--- src/hw/operand_decode_params.svh ---
// Offsets, field positions, codes and timing counts for the operand decoder.
// Assumes inclusion by its bare name; definitions only.
`ifndef OPERAND_DECODE_PARAMS_SVH
`define OPERAND_DECODE_PARAMS_SVH

`define CLK_MHZ          125
`define STROBE_NS        5000
`define STROBE_CYC       ((`STROBE_NS * `CLK_MHZ + 999) / 1000)
`define TRAP_HOLD_CYC    2
// Arbitrary neutral default
`define TRAP_ADDR_DEFAULT 12'h000

`define INSTR_W          20
`define OP_MINI          5'h0B
`define CODE2_CIO        5'h00
`define CODE2_SR         5'h01
`define CODE2_TPI        5'h05

`define A_MEM_HIGH       4'h8
`define A_HIGH_DEC       4'h9
`define A_HIGH_INC       4'hA
`define A_DUMMY_DEC      4'hB
`define A_MEM_LOW        4'hC
`define A_LOW_DEC        4'hD
`define A_LOW_INC        4'hE
`define A_DUMMY_INC      4'hF

`define BC_CODE_8        4'h8
`define BC_CODE_9        4'h9
`define BC_CODE_A        4'hA
`define BC_CODE_B        4'hB
`define BC_CODE_C        4'hC
`define BC_CODE_D        4'hD
`define BC_CODE_E        4'hE
`define BC_CODE_F        4'hF

`define MEM_CODE_IDLE    2'h0
`define MEM_CODE_READ    2'h1
`define MEM_CODE_WRITE1  2'h2
`define MEM_CODE_WRITE2  2'h3

`define D_NOP            7'h00
`define D_CTRL           7'h10
`define D_OUT            7'h20
`define D_ADDR           7'h40

`define STB_CTRL         0
`define STB_OUT          1
`define STB_ADDR         2

`define REG_CTRL         8'h00
`define REG_STATUS       8'h04
`define REG_LAST         8'h08
`define REG_LATCH        8'h0C

`define CTRL_DECODE_EN   0
`define CTRL_TRAP        1
`define CTRL_RESET       1'b1
`define ST_ILLEGAL_A     0
`define ST_ILLEGAL_C     1
`define ST_ILLEGAL_IO    2
`define ST_IN_STROBE     3
`define ST_BUSY          4
`define ST_TRAP          5

`endif

--- src/hw/operand_decode_pkg.sv ---
// Types shared by the operand decoder and its bench.
// Assumes nothing of its surroundings.
package operand_decode_pkg;

  typedef enum logic [2:0] {A_NONE, A_FILE, A_MEM_HIGH, A_MEM_LOW, A_DUMMY, A_IMM} a_src_e;

  typedef enum logic [3:0] {
    BC_NONE, BC_FILE, BC_IO_HIGH, BC_IO_LOW, BC_STATUS_1, BC_STATUS_2, BC_STATUS_3, BC_STATUS_4,
    BC_PC_1, BC_PC_2, BC_PC_3, BC_PC_4, BC_MEM_HIGH, BC_MEM_LOW, BC_DUMMY
  } bc_sel_e;

  typedef enum logic [1:0] {MEM_IDLE, MEM_READ8, MEM_WRITE1, MEM_WRITE2} mem_op_e;

  typedef enum logic [1:0] {PC_HOLD, PC_INC, PC_DEC} pc_step_e;

  typedef struct packed {
    a_src_e   src;
    pc_step_e step;
    logic     illegal;
  } a_dec_s;

endpackage : operand_decode_pkg

--- src/hw/master_init_trap.sv ---
// Master initialization: holds the trap force after reset or a restart.
// Assumes restart is a one-cycle pulse from logic on pclk.
`timescale 1ns/1ps
`default_nettype none
module master_init_trap #(
  parameter int HOLD = 2
)(
  input  wire logic pclk,
  input  wire logic presetn,
  input  wire logic clk_en,
  input  wire logic restart,
  output logic      trap_force
);

  localparam int CW = $clog2(HOLD + 1);

  typedef struct packed {
    logic [CW-1:0] count;
    logic          force_on;
  } state_s;

  state_s state_reg;
  state_s state_next;

  always_comb
  begin
    state_next = state_reg;
    if (restart)
    begin
      state_next.count = CW'(HOLD - 1);
      state_next.force_on = 1'b1;
    end
    else if (state_reg.count != '0)
      state_next.count = state_reg.count - CW'(1);
    else
      state_next.force_on = 1'b0;
  end

  always_ff @(posedge pclk or negedge presetn)
  begin
    if (!presetn)
      state_reg <= '{count: CW'(HOLD - 1), force_on: 1'b1};
    else if (clk_en)
      state_reg <= state_next;
  end

  assign trap_force = state_reg.force_on;

endmodule : master_init_trap
`default_nettype wire

--- src/hw/microcode_operand_field_decoder.sv ---
// Operand field decoder for the 20-bit microinstruction, with APB registers.
// Assumes instr_word/instr_valid come from the ROM on pclk; input_strobe_n is a pin.
`timescale 1ns/1ps
`default_nettype none
`include "operand_decode_params.svh"
module microcode_operand_field_decoder #(
  parameter logic [11:0] TRAP_ADDR  = `TRAP_ADDR_DEFAULT,
  parameter int          STROBE_CYC = `STROBE_CYC,
  parameter int          TRAP_HOLD  = `TRAP_HOLD_CYC
)(
  input  wire logic                          pclk,
  input  wire logic                          presetn,
  input  wire logic                          clk_en,
  input  wire logic                          psel,
  input  wire logic                          penable,
  input  wire logic                          pwrite,
  input  wire logic [7:0]                    paddr,
  input  wire logic [31:0]                   pwdata,
  output logic                               pready,
  output logic [31:0]                        prdata,
  output logic                               pslverr,
  input  wire logic [`INSTR_W-1:0]           instr_word,
  input  wire logic                          instr_valid,
  input  wire logic [7:0]                    io_data,
  input  wire logic                          input_strobe_n,
  output operand_decode_pkg::a_src_e         a_src,
  output logic [2:0]                         a_file_sel,
  output logic [3:0]                         a_imm,
  output operand_decode_pkg::bc_sel_e        b_sel,
  output logic [2:0]                         b_file_sel,
  output operand_decode_pkg::bc_sel_e        c_sel,
  output logic [2:0]                         c_file_sel,
  output logic [3:0]                         aux_sel,
  output logic                               aux_valid,
  output operand_decode_pkg::mem_op_e        mem_op,
  output logic                               pc_inc,
  output logic                               pc_dec,
  output logic                               control_strobe_n,
  output logic                               output_strobe_n,
  output logic                               address_strobe_n,
  output logic [7:0]                         addr_latch,
  output logic                               addr_latch_load,
  output logic                               trap_force,
  output logic [11:0]                        trap_addr
);

  typedef struct packed {
    operand_decode_pkg::a_src_e   a_src;
    logic [2:0]                   a_file;
    logic [3:0]                   a_imm;
    operand_decode_pkg::bc_sel_e  b_sel;
    logic [2:0]                   b_file;
    operand_decode_pkg::bc_sel_e  c_sel;
    logic [2:0]                   c_file;
    logic [3:0]                   aux_sel;
    logic                         aux_valid;
    operand_decode_pkg::mem_op_e  mem_op;
    operand_decode_pkg::pc_step_e pc_pend;
    logic                         pc_inc;
    logic                         pc_dec;
    logic [2:0]                   fire;
    logic [7:0]                   addr_latch;
    logic                         addr_latch_load;
    logic [11:0]                  trap_addr;
    logic                         decode_en;
    logic                         trap_restart;
    logic [3:0]                   sticky;
    logic [`INSTR_W-1:0]          last_instr;
    logic                         sync1;
    logic                         sync2;
    logic                         sync3;
    logic                         pready;
    logic [31:0]                  prdata;
    logic                         pslverr;
  } state_s;

  state_s     state_reg;
  state_s     state_next;
  logic [2:0] strobe_n_w;
  logic [2:0] busy_w;
  logic       trap_w;

  function automatic operand_decode_pkg::a_dec_s a_decode(input logic [3:0] code, input logic restricted);
    a_decode = '{src: operand_decode_pkg::A_FILE, step: operand_decode_pkg::PC_HOLD, illegal: 1'b0};
    case (code)
      `A_MEM_HIGH:  a_decode.src = operand_decode_pkg::A_MEM_HIGH;
      `A_HIGH_DEC:  a_decode = '{operand_decode_pkg::A_MEM_HIGH, operand_decode_pkg::PC_DEC, 1'b0};
      `A_HIGH_INC:  a_decode = '{operand_decode_pkg::A_MEM_HIGH, operand_decode_pkg::PC_INC, 1'b0};
      `A_DUMMY_DEC: a_decode = '{operand_decode_pkg::A_DUMMY, operand_decode_pkg::PC_DEC, 1'b0};
      `A_MEM_LOW:   a_decode.src = operand_decode_pkg::A_MEM_LOW;
      `A_LOW_DEC:   a_decode = '{operand_decode_pkg::A_MEM_LOW, operand_decode_pkg::PC_DEC, 1'b0};
      `A_LOW_INC:   a_decode = '{operand_decode_pkg::A_MEM_LOW, operand_decode_pkg::PC_INC, 1'b0};
      `A_DUMMY_INC: a_decode = '{operand_decode_pkg::A_DUMMY, operand_decode_pkg::PC_INC, 1'b0};
      default:      ;
    endcase
    // Undefined codes here select nothing and never step the counter
    if (restricted && code[3] && code != `A_MEM_HIGH && code != `A_MEM_LOW)
      a_decode = '{operand_decode_pkg::A_NONE, operand_decode_pkg::PC_HOLD, 1'b1};
  endfunction : a_decode

  function automatic operand_decode_pkg::bc_sel_e bc_decode(input logic [3:0] code, input logic xbit);
    case (code)
      `BC_CODE_8: bc_decode = xbit ? operand_decode_pkg::BC_STATUS_3 : operand_decode_pkg::BC_IO_HIGH;
      `BC_CODE_9: bc_decode = xbit ? operand_decode_pkg::BC_STATUS_4 : operand_decode_pkg::BC_IO_LOW;
      `BC_CODE_A: bc_decode = xbit ? operand_decode_pkg::BC_PC_2 : operand_decode_pkg::BC_STATUS_1;
      `BC_CODE_B: bc_decode = xbit ? operand_decode_pkg::BC_PC_3 : operand_decode_pkg::BC_STATUS_2;
      `BC_CODE_C: bc_decode = xbit ? operand_decode_pkg::BC_PC_4 : operand_decode_pkg::BC_PC_1;
      `BC_CODE_D: bc_decode = operand_decode_pkg::BC_MEM_HIGH;
      `BC_CODE_E: bc_decode = operand_decode_pkg::BC_MEM_LOW;
      `BC_CODE_F: bc_decode = operand_decode_pkg::BC_DUMMY;
      default:    bc_decode = operand_decode_pkg::BC_FILE;
    endcase
  endfunction : bc_decode

  always_comb
  begin
    logic [4:0]                 op;
    logic [4:0]                 code2;
    logic                       mini;
    logic                       control_io_op;
    logic                       restricted;
    logic                       reg_form;
    logic                       a_used;
    logic                       take;
    logic [3:0]                 set_bits;
    logic [3:0]                 clr_bits;
    logic                       wr_take;
    logic                       mapped;
    logic [31:0]                rd_val;
    operand_decode_pkg::a_dec_s ad;

    state_next = state_reg;
    op = instr_word[19:15];
    code2 = instr_word[14:10];
    mini = (op == `OP_MINI);
    control_io_op = mini && (code2 == `CODE2_CIO);
    restricted = mini && !control_io_op && code2 != `CODE2_SR && code2 != `CODE2_TPI;
    reg_form = !op[4] && !mini;
    // Unconditional and mask branches carry no A field
    a_used = !control_io_op && !(op[4] && op[3]) && !(op[4:2] == 3'b101);
    take = instr_valid && state_reg.decode_en && !trap_w;
    set_bits = 4'h0;
    rd_val = 32'h0000_0000;
    ad = a_decode(instr_word[7:4], restricted);

    state_next.pc_inc = (state_reg.pc_pend == operand_decode_pkg::PC_INC);
    state_next.pc_dec = (state_reg.pc_pend == operand_decode_pkg::PC_DEC);
    state_next.pc_pend = operand_decode_pkg::PC_HOLD;
    state_next.fire = 3'h0;
    state_next.addr_latch_load = 1'b0;
    state_next.trap_restart = 1'b0;
    state_next.trap_addr = TRAP_ADDR;

    if (take)
    begin
      state_next.last_instr = instr_word;
      state_next.a_src = operand_decode_pkg::A_NONE;
      state_next.b_sel = operand_decode_pkg::BC_NONE;
      state_next.c_sel = operand_decode_pkg::BC_NONE;
      state_next.aux_valid = 1'b0;
      state_next.mem_op = operand_decode_pkg::MEM_IDLE;
      if (reg_form && op[3])
      begin
        state_next.a_src = operand_decode_pkg::A_IMM;
        state_next.a_imm = instr_word[7:4];
      end
      else if (a_used)
      begin
        state_next.a_src = ad.src;
        state_next.a_file = instr_word[6:4];
        state_next.pc_pend = ad.step;
        set_bits[`ST_ILLEGAL_A] = ad.illegal;
      end
      if (reg_form)
      begin
        state_next.b_sel = bc_decode(instr_word[13:10], instr_word[`INSTR_W-6]);
        state_next.b_file = instr_word[12:10];
        state_next.c_file = instr_word[2:0];
        if (instr_word[3:0] == `BC_CODE_D || instr_word[3:0] == `BC_CODE_E)
          set_bits[`ST_ILLEGAL_C] = 1'b1;
        else if (instr_word[3:0] != `BC_CODE_F)
          state_next.c_sel = bc_decode(instr_word[3:0], instr_word[`INSTR_W-6]);
      end
      if (restricted)
      begin
        state_next.aux_sel = instr_word[3:0];
        state_next.aux_valid = 1'b1;
      end
      if (reg_form || mini)
      begin
        case (instr_word[9:8])
          `MEM_CODE_READ:   state_next.mem_op = operand_decode_pkg::MEM_READ8;
          `MEM_CODE_WRITE1: state_next.mem_op = operand_decode_pkg::MEM_WRITE1;
          `MEM_CODE_WRITE2: state_next.mem_op = operand_decode_pkg::MEM_WRITE2;
          default:          state_next.mem_op = operand_decode_pkg::MEM_IDLE;
        endcase
      end
      if (control_io_op && !instr_word[7])
      begin
        case (instr_word[6:0])
          `D_NOP:  ;
          `D_CTRL: state_next.fire[`STB_CTRL] = 1'b1;
          `D_OUT:  state_next.fire[`STB_OUT] = 1'b1;
          `D_ADDR: state_next.fire[`STB_ADDR] = 1'b1;
          default: set_bits[`ST_ILLEGAL_IO] = 1'b1;
        endcase
      end
      else if (control_io_op)
      begin
        if (instr_word[6:0] == `D_NOP)
        begin
          state_next.addr_latch = io_data;
          state_next.addr_latch_load = 1'b1;
        end
        else
          set_bits[`ST_ILLEGAL_IO] = 1'b1;
      end
    end

    // Pin through three flops; falling edge caught sticky
    state_next.sync1 = input_strobe_n;
    state_next.sync2 = state_reg.sync1;
    state_next.sync3 = state_reg.sync2;
    set_bits[`ST_IN_STROBE] = state_reg.sync3 && !state_reg.sync2;

    wr_take = psel && penable && state_reg.pready && pwrite;
    clr_bits = 4'h0;
    if (wr_take && paddr == `REG_STATUS)
      clr_bits = pwdata[3:0];
    if (wr_take && paddr == `REG_CTRL)
    begin
      state_next.decode_en = pwdata[`CTRL_DECODE_EN];
      state_next.trap_restart = pwdata[`CTRL_TRAP];
    end
    // Hardware set wins over a same-cycle write-one clear
    state_next.sticky = (state_reg.sticky & ~clr_bits) | set_bits;

    mapped = 1'b1;
    case (paddr)
      `REG_CTRL:   rd_val = {30'h0, trap_w, state_reg.decode_en};
      `REG_STATUS: rd_val = {26'h0, trap_w, |busy_w, state_reg.sticky};
      `REG_LAST:   rd_val = {12'h0, state_reg.last_instr};
      `REG_LATCH:  rd_val = {24'h0, state_reg.addr_latch};
      default:     mapped = 1'b0;
    endcase
    state_next.pready = psel && penable && !state_reg.pready;
    state_next.prdata = (psel && penable && !state_reg.pready && !pwrite) ? rd_val : 32'h0000_0000;
    state_next.pslverr = psel && penable && !state_reg.pready && !mapped;
  end

  always_ff @(posedge pclk or negedge presetn)
  begin
    if (!presetn)
    begin
      state_reg <= '0;
      state_reg.decode_en <= `CTRL_RESET;
      state_reg.trap_addr <= TRAP_ADDR;
      state_reg.sync1 <= 1'b1;
      state_reg.sync2 <= 1'b1;
      state_reg.sync3 <= 1'b1;
    end
    else if (clk_en)
      state_reg <= state_next;
  end

  // Address strobe reuses the 5 us width; a fire while busy is dropped
  genvar gi;
  generate
    for (gi = 0; gi < 3; gi++)
    begin : g_strobe
      strobe_pulse #(
        .CYCLES (STROBE_CYC)
      ) u_strobe (
        .pclk     (pclk),
        .presetn  (presetn),
        .clk_en   (clk_en),
        .fire     (state_reg.fire[gi]),
        .strobe_n (strobe_n_w[gi]),
        .busy     (busy_w[gi])
      );
    end
  endgenerate

  master_init_trap #(
    .HOLD (TRAP_HOLD)
  ) u_trap (
    .pclk       (pclk),
    .presetn    (presetn),
    .clk_en     (clk_en),
    .restart    (state_reg.trap_restart),
    .trap_force (trap_w)
  );

  assign pready           = state_reg.pready;
  assign prdata           = state_reg.prdata;
  assign pslverr          = state_reg.pslverr;
  assign a_src            = state_reg.a_src;
  assign a_file_sel       = state_reg.a_file;
  assign a_imm            = state_reg.a_imm;
  assign b_sel            = state_reg.b_sel;
  assign b_file_sel       = state_reg.b_file;
  assign c_sel            = state_reg.c_sel;
  assign c_file_sel       = state_reg.c_file;
  assign aux_sel          = state_reg.aux_sel;
  assign aux_valid        = state_reg.aux_valid;
  assign mem_op           = state_reg.mem_op;
  assign pc_inc           = state_reg.pc_inc;
  assign pc_dec           = state_reg.pc_dec;
  assign control_strobe_n = strobe_n_w[`STB_CTRL];
  assign output_strobe_n  = strobe_n_w[`STB_OUT];
  assign address_strobe_n = strobe_n_w[`STB_ADDR];
  assign addr_latch       = state_reg.addr_latch;
  assign addr_latch_load  = state_reg.addr_latch_load;
  assign trap_force       = trap_w;
  assign trap_addr        = state_reg.trap_addr;

endmodule : microcode_operand_field_decoder
`default_nettype wire

--- src/hw/strobe_pulse.sv ---
// Fixed-width active-low pulse generator for one I/O strobe.
// Assumes fire is a one-cycle pulse from logic on pclk.
`timescale 1ns/1ps
`default_nettype none
module strobe_pulse #(
  parameter int CYCLES = 625
)(
  input  wire logic pclk,
  input  wire logic presetn,
  input  wire logic clk_en,
  input  wire logic fire,
  output logic      strobe_n,
  output logic      busy
);

  localparam int CW = $clog2(CYCLES + 1);

  typedef struct packed {
    logic [CW-1:0] count;
    logic          strobe_n;
  } state_s;

  state_s state_reg;
  state_s state_next;

  always_comb
  begin
    state_next = state_reg;
    if (state_reg.count != '0)
    begin
      state_next.count = state_reg.count - CW'(1);
      state_next.strobe_n = (state_reg.count == CW'(1));
    end
    // A fire during a running pulse is dropped rather than stretching it
    else if (fire)
    begin
      state_next.count = CW'(CYCLES);
      state_next.strobe_n = 1'b0;
    end
  end

  always_ff @(posedge pclk or negedge presetn)
  begin
    if (!presetn)
      state_reg <= '{count: '0, strobe_n: 1'b1};
    else if (clk_en)
      state_reg <= state_next;
  end

  assign strobe_n = state_reg.strobe_n;
  assign busy     = (state_reg.count != '0);

endmodule : strobe_pulse
`default_nettype wire

--- config.mk ---
export PLATFORM = sky130hd
export DESIGN_NAME = microcode_operand_field_decoder
export DESIGN_NICKNAME = d
export VERILOG_FILES = /design/src/hw/operand_decode_pkg.sv /design/src/hw/master_init_trap.sv /design/src/hw/microcode_operand_field_decoder.sv /design/src/hw/strobe_pulse.sv
export VERILOG_INCLUDE_DIRS = /design/src /design/src/hw
export SDC_FILE = /design/constraint.sdc
export NUM_CORES = 1
export LEC_CHECK = 0
export BUFFER_PORTS_ARGS = -buffer_cell sky130_fd_sc_hd__clkbuf_2
export CORE_MARGIN = 1
export CORE_UTILIZATION = 54
export DETAILED_ROUTE_END_ITERATION = 12
export GPL_TIMING_DRIVEN = 0
export PLACE_DENSITY = 0.8
export SETUP_SLACK_MARGIN = 0.15
export SYNTH_ARGS = -nofsm -noshare
export SYNTH_HDL_FRONTEND = slang
export SYNTH_SLANG_ARGS = --single-unit
--- constraint.sdc ---
create_clock -name pclk -period 2.7 [get_ports pclk]
set_clock_uncertainty 0.05 [all_clocks]
set_input_delay 0.135 -clock pclk [delete_from_list [all_inputs] [get_ports pclk]]
set_output_delay 0.135 -clock pclk [all_outputs]
set_load 0.02 [all_outputs]
---- Word level (Yosys, flattened, before mapping) ----
Cells that the tools add are included.
operators by class
  shift-type cells ........................ 0
  bitwise gates (word level) .............. 5
  multiplexer cells ....................... 52
  order comparisons ....................... 0
  equality and inequality tests ........... 46
  divide/modulo/power cells ............... 0
  reduce and logical (&&, ||, !) cells .... 68
  $add $sub $neg .......................... 4
  multiply operators ...................... 0
operator list
  cell                                                                   count
  4-bit == test (second input constant)                                  24
  20-bit one-hot mux with 4 select lines                                 1
  11-bit two-way mux                                                     6
  4-bit one-hot mux with 8 select lines                                  2
  32-bit two-way mux                                                     1
  10-bit by 1-bit == test with 1-bit output (second input constant)      3
  10-bit nonzero test                                                    3
  10-bit by 1-bit subtractor with 10-bit output (second input constant)  3
  9-bit two-way mux                                                      3
  1-bit logical AND                                                      24
  4-bit two-way mux                                                      5
  3-bit two-way mux                                                      6
  8-bit by 4-bit == test with 1-bit output (second input constant)       2
  1-bit two-way mux                                                      15
  3-bit OR reduction                                                     5
  14-bit two-way mux                                                     1
  2-bit AND reduction                                                    7
  12-bit two-way mux                                                     1
  2-bit two-way mux                                                      6
  6-bit two-way mux                                                      2
  4-bit inequality test (second input constant)                          3
  1-bit zero test                                                        11
  2-bit nonzero test                                                     5
  3-bit one-hot mux with 3 select lines                                  1
  other kinds (27)                                                       35
storage, ports and cells
  RAM bits ................................ 0
  word-level logic and storage cells ...... 209
  register bits ........................... 146
  memories kept ........................... 0
  output and inout bits ................... 92
  latch bits .............................. 0
  input port bits ......................... 76
  bits in read-only memories .............. 0

---- Depth between registers and ports, before layout ----
  depth after elaboration ................. 14
  gate-level depth with buffers ........... 7
  mapped depth without buffers ............ 6

---- Modules after synthesis ----
A second synthesis with hierarchy kept.
second synthesis, totals
  cells, all modules ...................... 699
  area total of the unflattened synthesis .. 7,138.1 sq um
modules (own cells, without submodules)
  module                           times used  cells each  area an instance (sq um)  sequential area each (sq um)
  microcode_operand_field_decoder  1           474         4,928.5                   2,457.4
  strobe_pulse                     3           70          681.9                     276.5
  master_init_trap                 1           15          163.9                     77.6

---- Least setup slack after synthesis ----
No wires, ideal clock.
  path kind ............................... register -> register
  start point ............................. register g_strobe[1].u_strobe.state_reg[1] in the netlist's numbering
  end point ............................... register g_strobe[1].u_strobe.state_reg[6] in the netlist's numbering
  setup slack ............................. 0.620 ns
  buffers on the path ..................... 0
  data arrival time ....................... 1.908 ns
  required time ........................... 2.528 ns
  setup time .............................. 0.122 ns
  cell stages (with the launch flop) ...... 7
  period minus slack after synthesis ...... 2.080 ns
  path through ............................ dfrtp_1 > inv_1 > ha_1 > or4b_2 > o41ai_2 > o21bai_1 > a21oi_1
between the ends
  cells in the longest elaborated chain, start to end .. 3
  elaborated cells on any way between the ends .. 5
  those cells by class .................... add/sub: 1; mux: 1; reduce/logical: 3
ends and longest elaborated chain
  item                                                                                                   RTL line            source
  from (decl)                                                                                            strobe_pulse.sv:23  state_s state_reg;
  from (signal assigned)                                                                                 strobe_pulse.sv:45  state_reg <= '{count: '0, strobe_n: 1'b1};
  from (signal assigned)                                                                                 strobe_pulse.sv:47  state_reg <= state_next;
  parallel branches: the longest is 3 deep, another holds 10-bit by 1-bit subtractor with 10-bit output  n/a
Parallel ways; which one is timed is not known.
A chain may end at the register's enable or synchronous reset.

---- Worst setup path after layout ----
Same ends and word-level chain as after synthesis.

==> impl_metrics.json <==
{
  "period_share_pct": 91.2,
  "largest_reg_flops": 32,
  "layout_setup_ws_ns": 0.239,
  "synthDistinctLibCells": 73,
  "ys_ff_latch": 134,
  "yosysSeqAreaShare_pct": 47.7,
  "maxCapViolCount": 0,
  "wl_per_cell_um": 17.0,
  "dp_hpwl_mm": 12.5,
  "vias": 5890,
  "io_pins": 168,
  "track_usage_pct": 27.9,
  "synth.most_common_cell": "dfrtp_1",
  "swShare_pct": 27.1,
  "initial_utilization_pct": 55.7,
  "synth_ff_type": "dfrtp_1",
  "core_sq_um": 12700,
  "drt-initial-drc-count": 412,
  "insertion_delay_ns": 0.42,
  "synth.largest_area_cell": "dfrtp_1",
  "p_seq_share_pct": 40.7,
  "required_ns": 2.95,
  "timing.fmax_mhz": 406,
  "clock_sinks": 134,
  "crit_path_end_kind": "register",
  "diodes": 0,
  "clockPowerShare_pct": 43.5,
  "rr_endpoint": "g_strobe[1].u_strobe.state_reg[6]",
  "syn_area_sq_um": 7060,
  "areaGrowthSynthToFinish_pct": 24.6,
  "critPathLaunchType": "register",
  "r2r_slack_ns": 0.24,
  "grt_overflow_total": 0,
  "first_global_vias": 5748,
  "yosys_warnings": 0,
  "setup_viol": 0,
  "drv_slew": 0,
  "die_height_um": 116,
  "period_needed_ns": 2.46,
  "total_power_mw": 5.81,
  "dp_slack_ns": 0.252,
  "critPathArrivalTime_ns": 2.71,
  "finalWirelength_mm": 17.9,
  "synth_common_cells": "dfrtp_1 (125), nand2_1 (103), buf_4 (83)",
  "instances_no_fill": 1050,
  "hold_path.class": "input port to register",
  "numPortBuffers": 110,
  "final_core_util_pct": 69.4,
  "ctsHtreeMaxLevel": 4,
  "reg2reg_depth": 6,
  "clk_pin_slew_ns": 0.05,
  "intPower_mw": 4.23,
  "firstDrtPassIters": 5,
  "holdWs_ns": 0.0314,
  "cts.path.max_buffers": 2,
  "p_leak_nw": 4.50,
  "combPwrFrac_pct": 15.9,
  "via_per_inst": 5.61,
  "r2r_start": "g_strobe[1].u_strobe.state_reg[1]",
  "worstHoldStart": "instr_word[3]",
  "worst_slew_margin_rel_pct": 20.4,
  "hold_viol": 0,
  "tns_ns": 0,
  "criticalPathCategory": "register to register",
  "antenna_found_initial": 0,
  "tightest_slew_ns": 1.18,
  "synthArstFlopShare_pct": 100,
  "die_w_um": 116,
  "synth_area_leaders": "dfrtp_1 (44%), buf_4 (8.8%), mux2_2 (5.6%), nand2_1 (5.5%), dfstp_2 (3.4%)",
  "cts_tree": "done",
  "power_density_nw_per_um2": 661,
  "synth_top_area_share_pct": 44.3,
  "place_inst": 997,
  "grt_setup_unrepaired": "false",
  "grt_pass1_wl_mm": 28.6,
  "vdd_ir_drop_max_v": 0.000489,
  "min_to": "state_reg[40]",
  "fin_area_sq_um": 8790,
  "p_sw_mw": 1.58,
  "postPlaceCellArea_sq_um": 7940,
  "numCtsBuffers": 17,
  "std_cell_rows": 41,
  "postRouteAntennaNets": 0,
  "fin_nets": 951,
  "grt_max_degree": 120,
  "synth-edff-count": 0,
  "synth_cells": 691,
  "status": "finished clean",
  "drive_gt1_share_pct": 34.4,
  "worstPathMaxFanout": 5,
  "dieArea_sq_um": 13500,
  "routabilityCongestion": 0.882,
  "avgSynthCellArea_sq_um": 10.2,
  "drcViolationCount": 0,
  "cts_setup_buffers": 0,
  "clockRootBuffer": "clkbuf_16",
  "hold_depth": 3
}
[power by group through the flow]
| stage | logic (mW) | clock network [mW] | registers (mW) |
|---|---|---|---|
| 3_3_place_gp | 0.810 | 0 | 2.37 |
| 5_1_grt | 1.02 | 2.62 | 2.39 |
| 6_report | 0.921 | 2.52 | 2.36 |
| 3_5_place_dp | 0.877 | 0 | 2.38 |
| 4_1_cts | 0.908 | 2.54 | 2.36 |
| 2_1_floorplan | 0.632 | 0 | 2.34 |
[final cells by class]
cell class                 instances  area, sq um
buffer                           116          787
tap                              172          215
clock inverter                     9          173
multi-input combinational        443         2910
inverter                          21         78.8
fill                             938         3880
sequential                       134         3360
clock buffer                      23          468
timing repair buffer             132          797
[logic make-up (layout without fill, tap and decap cells)]
logic type	count (synthesis)	after routing	synth area share (%)
AO/OA/AOI/OAI	138	138	14.5
XOR/XNOR	3	3	0.372
adder cells (fa/ha/maj)	10	10	1.77
buffers and inverters	137	301	12.3
flip-flops	134	134	47.7
multiplexers	42	42	6.93
other	1	24	0.0531
AND/OR/NAND/NOR	226	226	16.5
[layer usage]
metal,vias to the layer above,global-route usage (%),routed length [um]
met5,-,0,0
met4,0,12.8,372
met3,34,5.55,1120
met2,262,46.2,8820
met1,2883,35.4,7560
li1,2711,-,-
[critical path, cell delays in order, from the launching register on]
cell      delay, ns
dfrtp_1        0.42
inv_1          0.12
ha_1           0.22
or4b_2         0.68
o41ai_2        0.55
o21bai_1       0.21
a21oi_1        0.09
[timing repair]
action,4_1_cts,5_1_grt
hold buffers,21,0
hold endpoints to repair,150,0
endpoints found under the setup margin,0,0
gates resized for setup,0,0
[layout by cell type (no fill, tap or decap), drive strengths merged, types with 6 or more instances in the layout]
| cell type | n |
|---|---|
| nor4 | 14 |
| dfrtp | 125 |
| nand3 | 13 |
| ha | 10 |
| conb | 24 |
| o21ai | 26 |
| nor3 | 15 |
| clkbuf | 159 |
| dfstp | 9 |
| or3 | 7 |
| nand2 | 103 |
| dlygate4sd3 | 21 |
| a22o | 21 |
| a21oi | 18 |
| mux2 | 35 |
| inv | 21 |
| o41ai | 10 |
| o31ai | 14 |
| or4 | 6 |
| nor2 | 29 |
| o2bb2ai | 11 |
| a21o | 9 |
| buf | 91 |
[worst max path at each step]
stage                                      start                           endpoint  slack, ns  depth (start not counted)
5_1_grt        g_strobe[1].u_strobe.state_reg[1]  g_strobe[1].u_strobe.state_reg[6]       0.17                          6
3_3_place_gp                             presetn                      b_file_sel[0]      -0.62                          1
6_report       g_strobe[1].u_strobe.state_reg[1]  g_strobe[1].u_strobe.state_reg[6]       0.24                          6
3_5_place_dp                            paddr[5]                      state_reg[58]       0.25                          5
2_1_floorplan  g_strobe[1].u_strobe.state_reg[1]  g_strobe[1].u_strobe.state_reg[6]       0.62                          6
4_1_cts                            state_reg[62]                      addr_latch[0]       0.29                          5
(Power assumes the default switching activity.)
